**config.mk**
```make
export PLATFORM = sky130hd
export DESIGN_NAME = tcc_timer1_clock_control
export DESIGN_NICKNAME = d
export VERILOG_FILES = /design/src/hw/tcc_pkg.sv /design/src/hw/tcc_timer1_clock_control.sv
export VERILOG_INCLUDE_DIRS = /design/src /design/src/hw
export SDC_FILE = /design/constraint.sdc
export NUM_CORES = 1
export LEC_CHECK = 0
export ABC_CLOCK_PERIOD_IN_PS = 2650
export BUFFER_PORTS_ARGS = -buffer_cell sky130_fd_sc_hd__buf_2
export CAP_MARGIN = 20
export CORE_MARGIN = 5
export CORE_UTILIZATION = 48
export CTS_CLUSTER_DIAMETER = 60
export DETAILED_ROUTE_END_ITERATION = 10
export HOLD_SLACK_MARGIN = 0.12
export PLACE_DENSITY = 0.81
export REMOVE_ABC_BUFFERS = 1
export SLEW_MARGIN = 20
export SYNTH_ARGS = -nofsm -noshare
export SYNTH_HDL_FRONTEND = slang
export SYNTH_SLANG_ARGS = --single-unit
```
**constraint.sdc**
```tcl
create_clock -name mclk -period 2.65 [get_ports mclk]
set_input_delay 0.1325 -clock mclk [delete_from_list [all_inputs] [get_ports mclk]]
set_output_delay 0.1325 -clock mclk [all_outputs]
set_load 0.02 [all_outputs]
```
**src/hw/tcc_map.svh**
```systemverilog
/*
  Register offsets, field positions, reset values and counts for the
  timer clock control block.
  Assumes it is included by bare name, once per compilation unit.
*/
`ifndef TCC_MAP_SVH
`define TCC_MAP_SVH

// Byte offsets on the AHB-Lite bus, one aligned word each.
`define TCC_OFS_CTRL       8'h00
`define TCC_OFS_COUNT      8'h04
`define TCC_OFS_STATUS     8'h08
`define TCC_ADDR_W         8

// Control register fields.
`define TCC_CTRL_SRC_HI    7
`define TCC_CTRL_SRC_LO    6
`define TCC_CTRL_DIV_HI    5
`define TCC_CTRL_DIV_LO    4
`define TCC_CTRL_XTAL      3
`define TCC_CTRL_BYPASS    2
`define TCC_CTRL_ON        0
`define TCC_CTRL_WMASK     8'hFD
`define TCC_CTRL_RESET     8'h00

// Status register fields; bits 0 and 1 are write-one-to-clear.
`define TCC_ST_OVF         0
`define TCC_ST_GATE        1
`define TCC_ST_LEVEL       2

// Count and divider constants.
`define TCC_COUNT_RESET    16'h0000
`define TCC_COUNT_MAX      16'hFFFF
`define TCC_ICLK_LAST      2'h3
`define TCC_PRE_LAST_1     3'h0
`define TCC_PRE_LAST_2     3'h1
`define TCC_PRE_LAST_4     3'h3
`define TCC_PRE_LAST_8     3'h7

`endif

```
**src/hw/tcc_pkg.sv**
```systemverilog
/*
  Types for the timer clock control block.
  Assumes tcc_map.svh supplies the numeric constants.
*/
package tcc_pkg;
  // Count clock sources in field order.
  typedef enum logic [1:0] {
    TCC_SRC_INSTR,
    TCC_SRC_SYS,
    TCC_SRC_EXT,
    TCC_SRC_CAP
  } tcc_src_e;
endpackage

```
**src/hw/tcc_timer1_clock_control.sv**
```systemverilog
/*
  Timer clock control: source select, prescaler, 16-bit counter with
  overflow and gate event flags, behind an AHB-Lite slave.
  Assumes every input but the pin and crystal is synchronous to mclk and a single bus master
  issuing whole-word single transfers.
*/
// Contract
// Field bits 7-6 select instruction clock, system clock, pin/crystal or cap oscillator.
// Field bits 5-4 divide selected edges by 1, 2, 4 or 8.
// Bit 3 enables crystal oscillator and picks crystal over pin for source 10.
// Bit 2 set passes external clock raw; clear synchronises it; internal ignore.
// Bit 1 reads zero; bit 0 lets the counter count.
// Counter wraps FFFF to 0000 and sets the overflow flag.
// Falling gate level sets gate event flag, cleared by software.
`timescale 1ns/1ps
`include "tcc_map.svh"

module tcc_timer1_clock_control
  import tcc_pkg::*;
(
  input  wire logic        mclk,
  input  wire logic        sys_rst,
  input  wire logic        hsel,
  input  wire logic [31:0] haddr,
  input  wire logic [1:0]  htrans,
  input  wire logic        hwrite,
  input  wire logic [2:0]  hsize,
  input  wire logic [31:0] hwdata,
  input  wire logic        hready,
  output logic             hreadyout,
  output logic             hresp,
  output logic [31:0]      hrdata,
  input  wire logic        external_count_pin,
  input  wire logic        crystal_clock_in,
  input  wire logic        cap_sense_oscillator,
  input  wire logic        gate_level,
  output logic             crystal_oscillator_enable,
  output logic [15:0]      count_value,
  output logic             overflow_flag,
  output logic             gate_event_flag
);

  ////////////////////////////////////////////////////////////////////////
  // Bus slave state.
  logic [`TCC_ADDR_W-1:0] addr_r, addr_nxt;
  logic                   wr_r, wr_nxt;
  logic [31:0]            rdata_r, rdata_nxt;
  logic                   ctl_wr, cnt_wr, st_wr;

  // Block state.
  logic [7:0]  ctrl_r, ctrl_nxt;
  logic [15:0] cnt_r, cnt_nxt;
  logic        ovf_r, ovf_nxt;
  logic        gev_r, gev_nxt;
  logic        glev_r, glev_nxt;
  logic [1:0]  iclk_r, iclk_nxt;
  logic [2:0]  pre_r, pre_nxt;
  logic        sel_prev_r, sel_prev_nxt;

  // Synchroniser chains for pin and crystal, plus the raw input pair.
  logic [1:0]  ext_in;
  logic [1:0]  sync1_r;
  logic [1:0]  sync2_r;

  // Decoded controls.
  tcc_src_e    src;
  logic [1:0]  div_sel;
  logic        xtal_en, bypass, on;
  logic        ext_lvl, sel_lvl, raw_edge, src_tick, pre_tick;

  assign src     = tcc_src_e'(ctrl_r[`TCC_CTRL_SRC_HI:`TCC_CTRL_SRC_LO]);
  assign div_sel = ctrl_r[`TCC_CTRL_DIV_HI:`TCC_CTRL_DIV_LO];
  assign xtal_en = ctrl_r[`TCC_CTRL_XTAL];
  assign bypass  = ctrl_r[`TCC_CTRL_BYPASS];
  assign on      = ctrl_r[`TCC_CTRL_ON];
  assign ext_in  = {crystal_clock_in, external_count_pin};

  // Last prescaler count for a divider code; used only by pre_tick.
  function automatic logic [2:0] pre_last(input logic [1:0] sel);
    case (sel)
      2'h0:    pre_last = `TCC_PRE_LAST_1;
      2'h1:    pre_last = `TCC_PRE_LAST_2;
      2'h2:    pre_last = `TCC_PRE_LAST_4;
      default: pre_last = `TCC_PRE_LAST_8;
    endcase
  endfunction

  ////////////////////////////////////////////////////////////////////////
  // Two-flop synchronisers; the first stage feeds only the second.
  genvar g;
  generate
    for (g = 0; g < 2; g++) begin : g_sync
      always_ff @(posedge mclk) begin
        if (sys_rst) begin
          sync1_r[g] <= 1'b0;
          sync2_r[g] <= 1'b0;
        end else begin
          sync1_r[g] <= ext_in[g];
          sync2_r[g] <= sync1_r[g];
        end
      end
    end
  endgenerate

  ////////////////////////////////////////////////////////////////////////
  // Source edge selection. The bypass path saves two cycles of latency
  // but counts on the input already meeting mclk timing.
  always_comb begin
    // crystal or pin
    if (xtal_en) begin
      ext_lvl = bypass ? crystal_clock_in : sync2_r[1];
    end else begin
      // sync or bypass
      ext_lvl = bypass ? external_count_pin : sync2_r[0];
    end
    sel_lvl = (src == TCC_SRC_CAP) ? cap_sense_oscillator : ext_lvl;
    raw_edge = sel_lvl && !sel_prev_r;
    // source select
    case (src)
      TCC_SRC_INSTR: src_tick = (iclk_r == `TCC_ICLK_LAST);
      TCC_SRC_SYS:   src_tick = 1'b1;
      TCC_SRC_EXT:   src_tick = raw_edge;
      TCC_SRC_CAP:   src_tick = raw_edge;
      default:       src_tick = 1'b0;
    endcase
    // A count left over from a larger ratio closes the period at once.
    // prescale divide
    pre_tick = src_tick && (pre_r >= pre_last(div_sel));
  end

  ////////////////////////////////////////////////////////////////////////
  // Bus decode: address phase captured, write performed in data phase.
  always_comb begin
    addr_nxt  = addr_r;
    wr_nxt    = 1'b0;
    rdata_nxt = rdata_r;
    if (hsel && htrans[1] && hready) begin
      addr_nxt = haddr[`TCC_ADDR_W-1:0];
      wr_nxt   = hwrite;
      case (haddr[`TCC_ADDR_W-1:0])
        // bit 1 reads zero
        `TCC_OFS_CTRL:   rdata_nxt = {24'h00_0000, ctrl_r};
        `TCC_OFS_COUNT:  rdata_nxt = {16'h0000, cnt_r};
        `TCC_OFS_STATUS: rdata_nxt = {29'h0000_0000, glev_r, gev_r, ovf_r};
        default:         rdata_nxt = 32'h0000_0000;
      endcase
    end
  end

  assign ctl_wr    = wr_r && (addr_r == `TCC_OFS_CTRL);
  assign cnt_wr    = wr_r && (addr_r == `TCC_OFS_COUNT);
  assign st_wr     = wr_r && (addr_r == `TCC_OFS_STATUS);
  assign hreadyout = 1'b1;
  assign hresp     = 1'b0;

  always_ff @(posedge mclk) begin
    if (sys_rst) begin
      addr_r  <= `TCC_OFS_CTRL;
      wr_r    <= 1'b0;
      rdata_r <= 32'h0000_0000;
    end else begin
      addr_r  <= addr_nxt;
      wr_r    <= wr_nxt;
      rdata_r <= rdata_nxt;
    end
  end

  ////////////////////////////////////////////////////////////////////////
  // Counter, dividers and flags. Hardware sets win over software clears.
  always_comb begin
    ctrl_nxt     = ctl_wr ? (hwdata[7:0] & `TCC_CTRL_WMASK) : ctrl_r;
    iclk_nxt     = iclk_r + 2'h1;
    sel_prev_nxt = sel_lvl;
    glev_nxt     = gate_level;
    pre_nxt      = pre_r;
    cnt_nxt      = cnt_r;
    ovf_nxt      = ovf_r;
    gev_nxt      = gev_r;
    if (st_wr && hwdata[`TCC_ST_OVF]) begin
      ovf_nxt = 1'b0;
    end
    if (st_wr && hwdata[`TCC_ST_GATE]) begin
      gev_nxt = 1'b0;
    end
    // on bit gates counting
    if (on && src_tick) begin
      pre_nxt = pre_tick ? 3'h0 : pre_r + 3'h1;
    end
    if (cnt_wr) begin
      cnt_nxt = hwdata[15:0];
    end else if (on && pre_tick) begin
      cnt_nxt = cnt_r + 16'h0001;
      // wrap sets overflow
      if (cnt_r == `TCC_COUNT_MAX) begin
        ovf_nxt = 1'b1;
      end
    end
    // falling gate edge
    if (glev_r && !gate_level) begin
      gev_nxt = 1'b1;
    end
  end

  always_ff @(posedge mclk) begin
    if (sys_rst) begin
      ctrl_r     <= `TCC_CTRL_RESET;
      cnt_r      <= `TCC_COUNT_RESET;
      ovf_r      <= 1'b0;
      gev_r      <= 1'b0;
      glev_r     <= 1'b0;
      iclk_r     <= 2'h0;
      pre_r      <= 3'h0;
      sel_prev_r <= 1'b0;
    end else begin
      ctrl_r     <= ctrl_nxt;
      cnt_r      <= cnt_nxt;
      ovf_r      <= ovf_nxt;
      gev_r      <= gev_nxt;
      glev_r     <= glev_nxt;
      iclk_r     <= iclk_nxt;
      pre_r      <= pre_nxt;
      sel_prev_r <= sel_prev_nxt;
    end
  end

  // Outputs come straight from flip-flops.
  assign crystal_oscillator_enable = ctrl_r[`TCC_CTRL_XTAL];
  assign count_value               = cnt_r;
  assign overflow_flag             = ovf_r;
  assign gate_event_flag           = gev_r;
  assign hrdata                    = rdata_r;

  ////////////////////////////////////////////////////////////////////////
  // Checks on the block's own behaviour.
  a_sys_clock_count: assert property (@(posedge mclk) disable iff (sys_rst)
    (on && src == TCC_SRC_SYS && div_sel == 2'h0 && !cnt_wr && !ctl_wr)
      |=> cnt_r == $past(cnt_r) + 16'h0001)
    else $error("system clock source did not count every cycle");

  a_div8_spacing: assert property (@(posedge mclk) disable iff (sys_rst)
    (pre_tick && on && src == TCC_SRC_SYS && div_sel == 2'h3 && !ctl_wr)
      |=> (!pre_tick)[*7] ##1 (pre_tick || !on || $past(ctl_wr)))
    else $error("divide by eight spacing wrong");

  a_xtal_edge_pick: assert property (@(posedge mclk) disable iff (sys_rst)
    (src == TCC_SRC_EXT && xtal_en && bypass && crystal_clock_in && !sel_prev_r)
      |-> src_tick)
    else $error("crystal edge not taken as count source");

  a_sync_latency: assert property (@(posedge mclk) disable iff (sys_rst)
    (src == TCC_SRC_EXT && !xtal_en && !bypass && !ctl_wr && $rose(external_count_pin))
      ##1 !ctl_wr |-> ##1 raw_edge)
    else $error("synchronised edge not seen two cycles later");

  a_off_holds: assert property (@(posedge mclk) disable iff (sys_rst)
    (!on && !cnt_wr) |=> cnt_r == $past(cnt_r))
    else $error("counter moved while switched off");

  a_wrap_flag: assert property (@(posedge mclk) disable iff (sys_rst)
    (on && pre_tick && !cnt_wr && cnt_r == `TCC_COUNT_MAX)
      |=> cnt_r == `TCC_COUNT_RESET && ovf_r)
    else $error("wrap did not clear count and set overflow");

  a_gate_fall: assert property (@(posedge mclk) disable iff (sys_rst)
    $fell(gate_level) |=> ##1 gev_r)
    else $error("gate falling edge did not set event flag");

endmodule

```
==> impl_metrics.toml <==
[pwr]
power_density_nw_per_um2 = 517
irDropWorstVdd_mv = 0.503
p_leak_nw = 1.55

[clocking]
htree_levels = 3
clock-sinks = 61
root_buffer = "clkbuf_8"
cts_buffer_depth = 2
clk_latency_ns = 0.34
cts_tree = "yes"
ctsResizeCount = 0
numCtsBuffers = 9
path_clk_slew_ns = 0.06

[layout]
drive_gt1_share_pct = 22.4
area_delta_synth_final_pct = 24.3
final_nets = 530
n_antenna_cell = 0
instances_no_fill = 528
final_common_cell = "buf_2"
final_cell_mix = "buf_2, dfxtp_1, nor2_1"

[detailed_routing]
routed_wl_um = 7830
viasPerCell = 5.65
drt_first_pass_iters = 5
ant_nets = 0
vias = 2982
route.detailed.drc = 0
post_drt_wl_per_cell_um = 14.8
detail_route.iter0.violations = 212

[placement]
place.gp.congestion = 0.864
dp_cells = 490
post-dp-hpwl_um = 5420
pre_cts_ws_ns = 0.228
port_buffers = 68

[worst_setup_path]
regToRegSetupSlack_ns = 0.16
worstPathArrival_ns = 2.72
start_kind = "flop"
endpoint_kind = "flop"
cpPeakStageDelay_ns = 0.52
path_cells = "or2_2 > ha_1 > nand2b_1 > a211oi_1 > or3_1 > or4_1 > a311oi_1"
path_max_fanout = 6
r2r-end = "count_value[6]"
path_buf_inv = 0
r2r_start = "ctrl_r[4]"
cp_top_family = "simple AND/OR/NAND/NOR gates"
worstPathRequired_ns = 2.88
slowest_stage = "or3_1"
rr_worst_depth = 7
critical_path_class = "flop to flop"

[global_route]
met1_usage_pct = 25.4
grt_antenna_before_repair = 0
grt_max_degree = 51
use_met2_pct = 32.6
grt_pass1_vias = 2638
grt_pass1_wl_um = 12400
grt.busiest_layer = "met2"
track_usage_pct = 19.7
grt_overflow_total = 0
grt_use_met3_pct = 5.71

[hold_path]
hold_start = "hwdata[14]"
whs_endpoint = "count_value[14]"
hold_path_class = "input pin to flop"
min_path_cells = 3

[flow_run]
maxCapViolCount = 0

[sta]
worstMarginPinSlew_ns = 0.875
rsz0062_at_grt = "no"
maxSlewHeadroom_pct = 41.7
tns_ns = 0
whs_ns = 0.137
skew_ns = 0.00508
drv_slew = 0
fin_ws_ns = 0.161
finalSetupViolations = 0
hold_viol_final = 0
finalCriticalPeriod_ns = 2.49
fmax_mhz = 402
fin_crit_sh_pct = 93.9

[die]
core_sq_um = 6240
io_pins = 131
fp.dieArea_sq_um = 8020
die_h_um = 89.6
dieWidth_um = 89.6
core.rowCount = 29
start_util_pct = 48.7

[logic_synthesis]
ys_seq_elements = 61
ys_types = 46
syn_area_sq_um = 3040
ys_seq_area_share_pct = 40.2
yosysWarnings = 0
avgSynthCellArea_sq_um = 8.37
netlist_instances = 363
synth-edff-count = 0
synth-async-reset-ratio_pct = 0
synth_top_flop_cell = "dfxtp_1"

[outcome]
outcome = "finished clean"
[cell usage after synthesis (3+ instances only)]
| cell | number | share of area, % |
|---|---|---|
| nor2_1 | 50 | 6.2 |
| a311oi_1 | 10 | 2.9 |
| mux2_2 | 4 | 1.5 |
| or4_1 | 6 | 1.5 |
| a22oi_1 | 15 | 3.7 |
| a21oi_1 | 16 | 2.6 |
| mux2i_1 | 11 | 3.6 |
| or2_2 | 4 | 0.82 |
| or3_1 | 7 | 1.4 |
| o31ai_1 | 4 | 0.99 |
| nor2b_1 | 7 | 1.4 |
| nor3_1 | 11 | 1.8 |
| and2_1 | 3 | 0.62 |
| nand2_1 | 33 | 4.1 |
| nand4b_1 | 4 | 1.2 |
| ha_1 | 6 | 2.5 |
| nand3_1 | 12 | 2.0 |
| buf_2 | 4 | 0.66 |
| clkbuf_1 | 14 | 1.7 |
| inv_1 | 5 | 0.62 |
| dfxtp_1 | 61 | 40 |
| buf_4 | 19 | 4.7 |
| nor4_1 | 3 | 0.62 |
| and3_1 | 9 | 1.9 |
| a211oi_1 | 4 | 0.99 |
| o21ai_0 | 14 | 2.3 |
[sequential cells by signal, indices dropped and copies added (netlist names), 2 cells and up]
register and cells:
pre_r 3, ctrl_r 7, hrdata 16, addr_r 8
sync1_r 2, sync2_r 2, count_value 16, iclk_r 2
[cell families (layout without fill, tap and decap cells)]
kind of cell | count (synthesis) | in the layout | share of synthesized area [%]
buffers and inverters | 44 | 116 | 7.95
muxes | 15 | 15 | 5.11
AOI/OAI and AO/OA | 73 | 73 | 16.8
and+or+nand+nor | 162 | 162 | 27.2
adders and majority gates | 6 | 6 | 2.47
other | 2 | 18 | 0.247
DFF | 61 | 61 | 40.2
[how the worst max path moves through the flow]
stage                    from              end  slack (ns)  cells past startpoint
CTS                 ctrl_r[4]   count_value[6]        0.19                      7
finish              ctrl_r[4]   count_value[6]        0.16                      7
detailed placement  ctrl_r[4]   count_value[6]        0.23                      7
global placement    ctrl_r[4]   count_value[6]        0.30                      7
global route        ctrl_r[4]   count_value[6]        0.03                      7
floorplan           ctrl_r[4]  count_value[10]        0.45                      7
[worst register-to-register path: cells and delay by family (launching register included)]
kind	cells	cell delay [ns]
adder cells (fa/ha/maj)	1	0.27
flip-flops	1	0.34
AO/OA/AOI/OAI	2	0.41
AND/OR/NAND/NOR	4	1.38
[final cells by class]
| cell class | count | area (sq um) |
|---|---|---|
| Clock buffer | 11 | 131 |
| Clock inverter | 5 | 75.1 |
| Fill cell | 539 | 2460 |
| Inverter | 5 | 18.8 |
| Multi-Input combinational cell | 274 | 1640 |
| Sequential cell | 61 | 1220 |
| Tap cell | 77 | 96.3 |
| Timing Repair Buffer | 95 | 598 |
[repair_timing]
item | 4_1_cts | 5_1_grt
endpoints found under the hold margin | 29 | 0
buffers inserted | 0 | 0
hold buffers | 22 | 0
[metrics by stage]
step	power, W	instance area (sq um)	utilization (%)
after floorplan	0.00102	2880	-
after global placement	0.00107	3350	53.7
after detailed placement	0.00108	3350	53.7
after CTS	0.00197	3780	60.5
after global routing	0.00202	3780	60.5
final	0.00195	3780	60.5
[metal layers]
| metal | part of all wire, % | vias up | wire length [um] |
|---|---|---|---|
| li1 | - | 1443 | - |
| met1 | 44 | 1422 | 3410 |
| met2 | 48 | 112 | 3800 |
| met3 | 7.6 | 5 | 594 |
| met4 | 0.40 | 0 | 31 |
| met5 | 0 | - | 0 |
[power by group]
group	internal [W]	switching, W	leakage [nW]
Sequential	0.000930	0.00000783	0.494
Clock	0.000525	0.000346	0.107
Combinational	0.0000601	0.0000832	0.946
(Power assumes the default switching activity.)
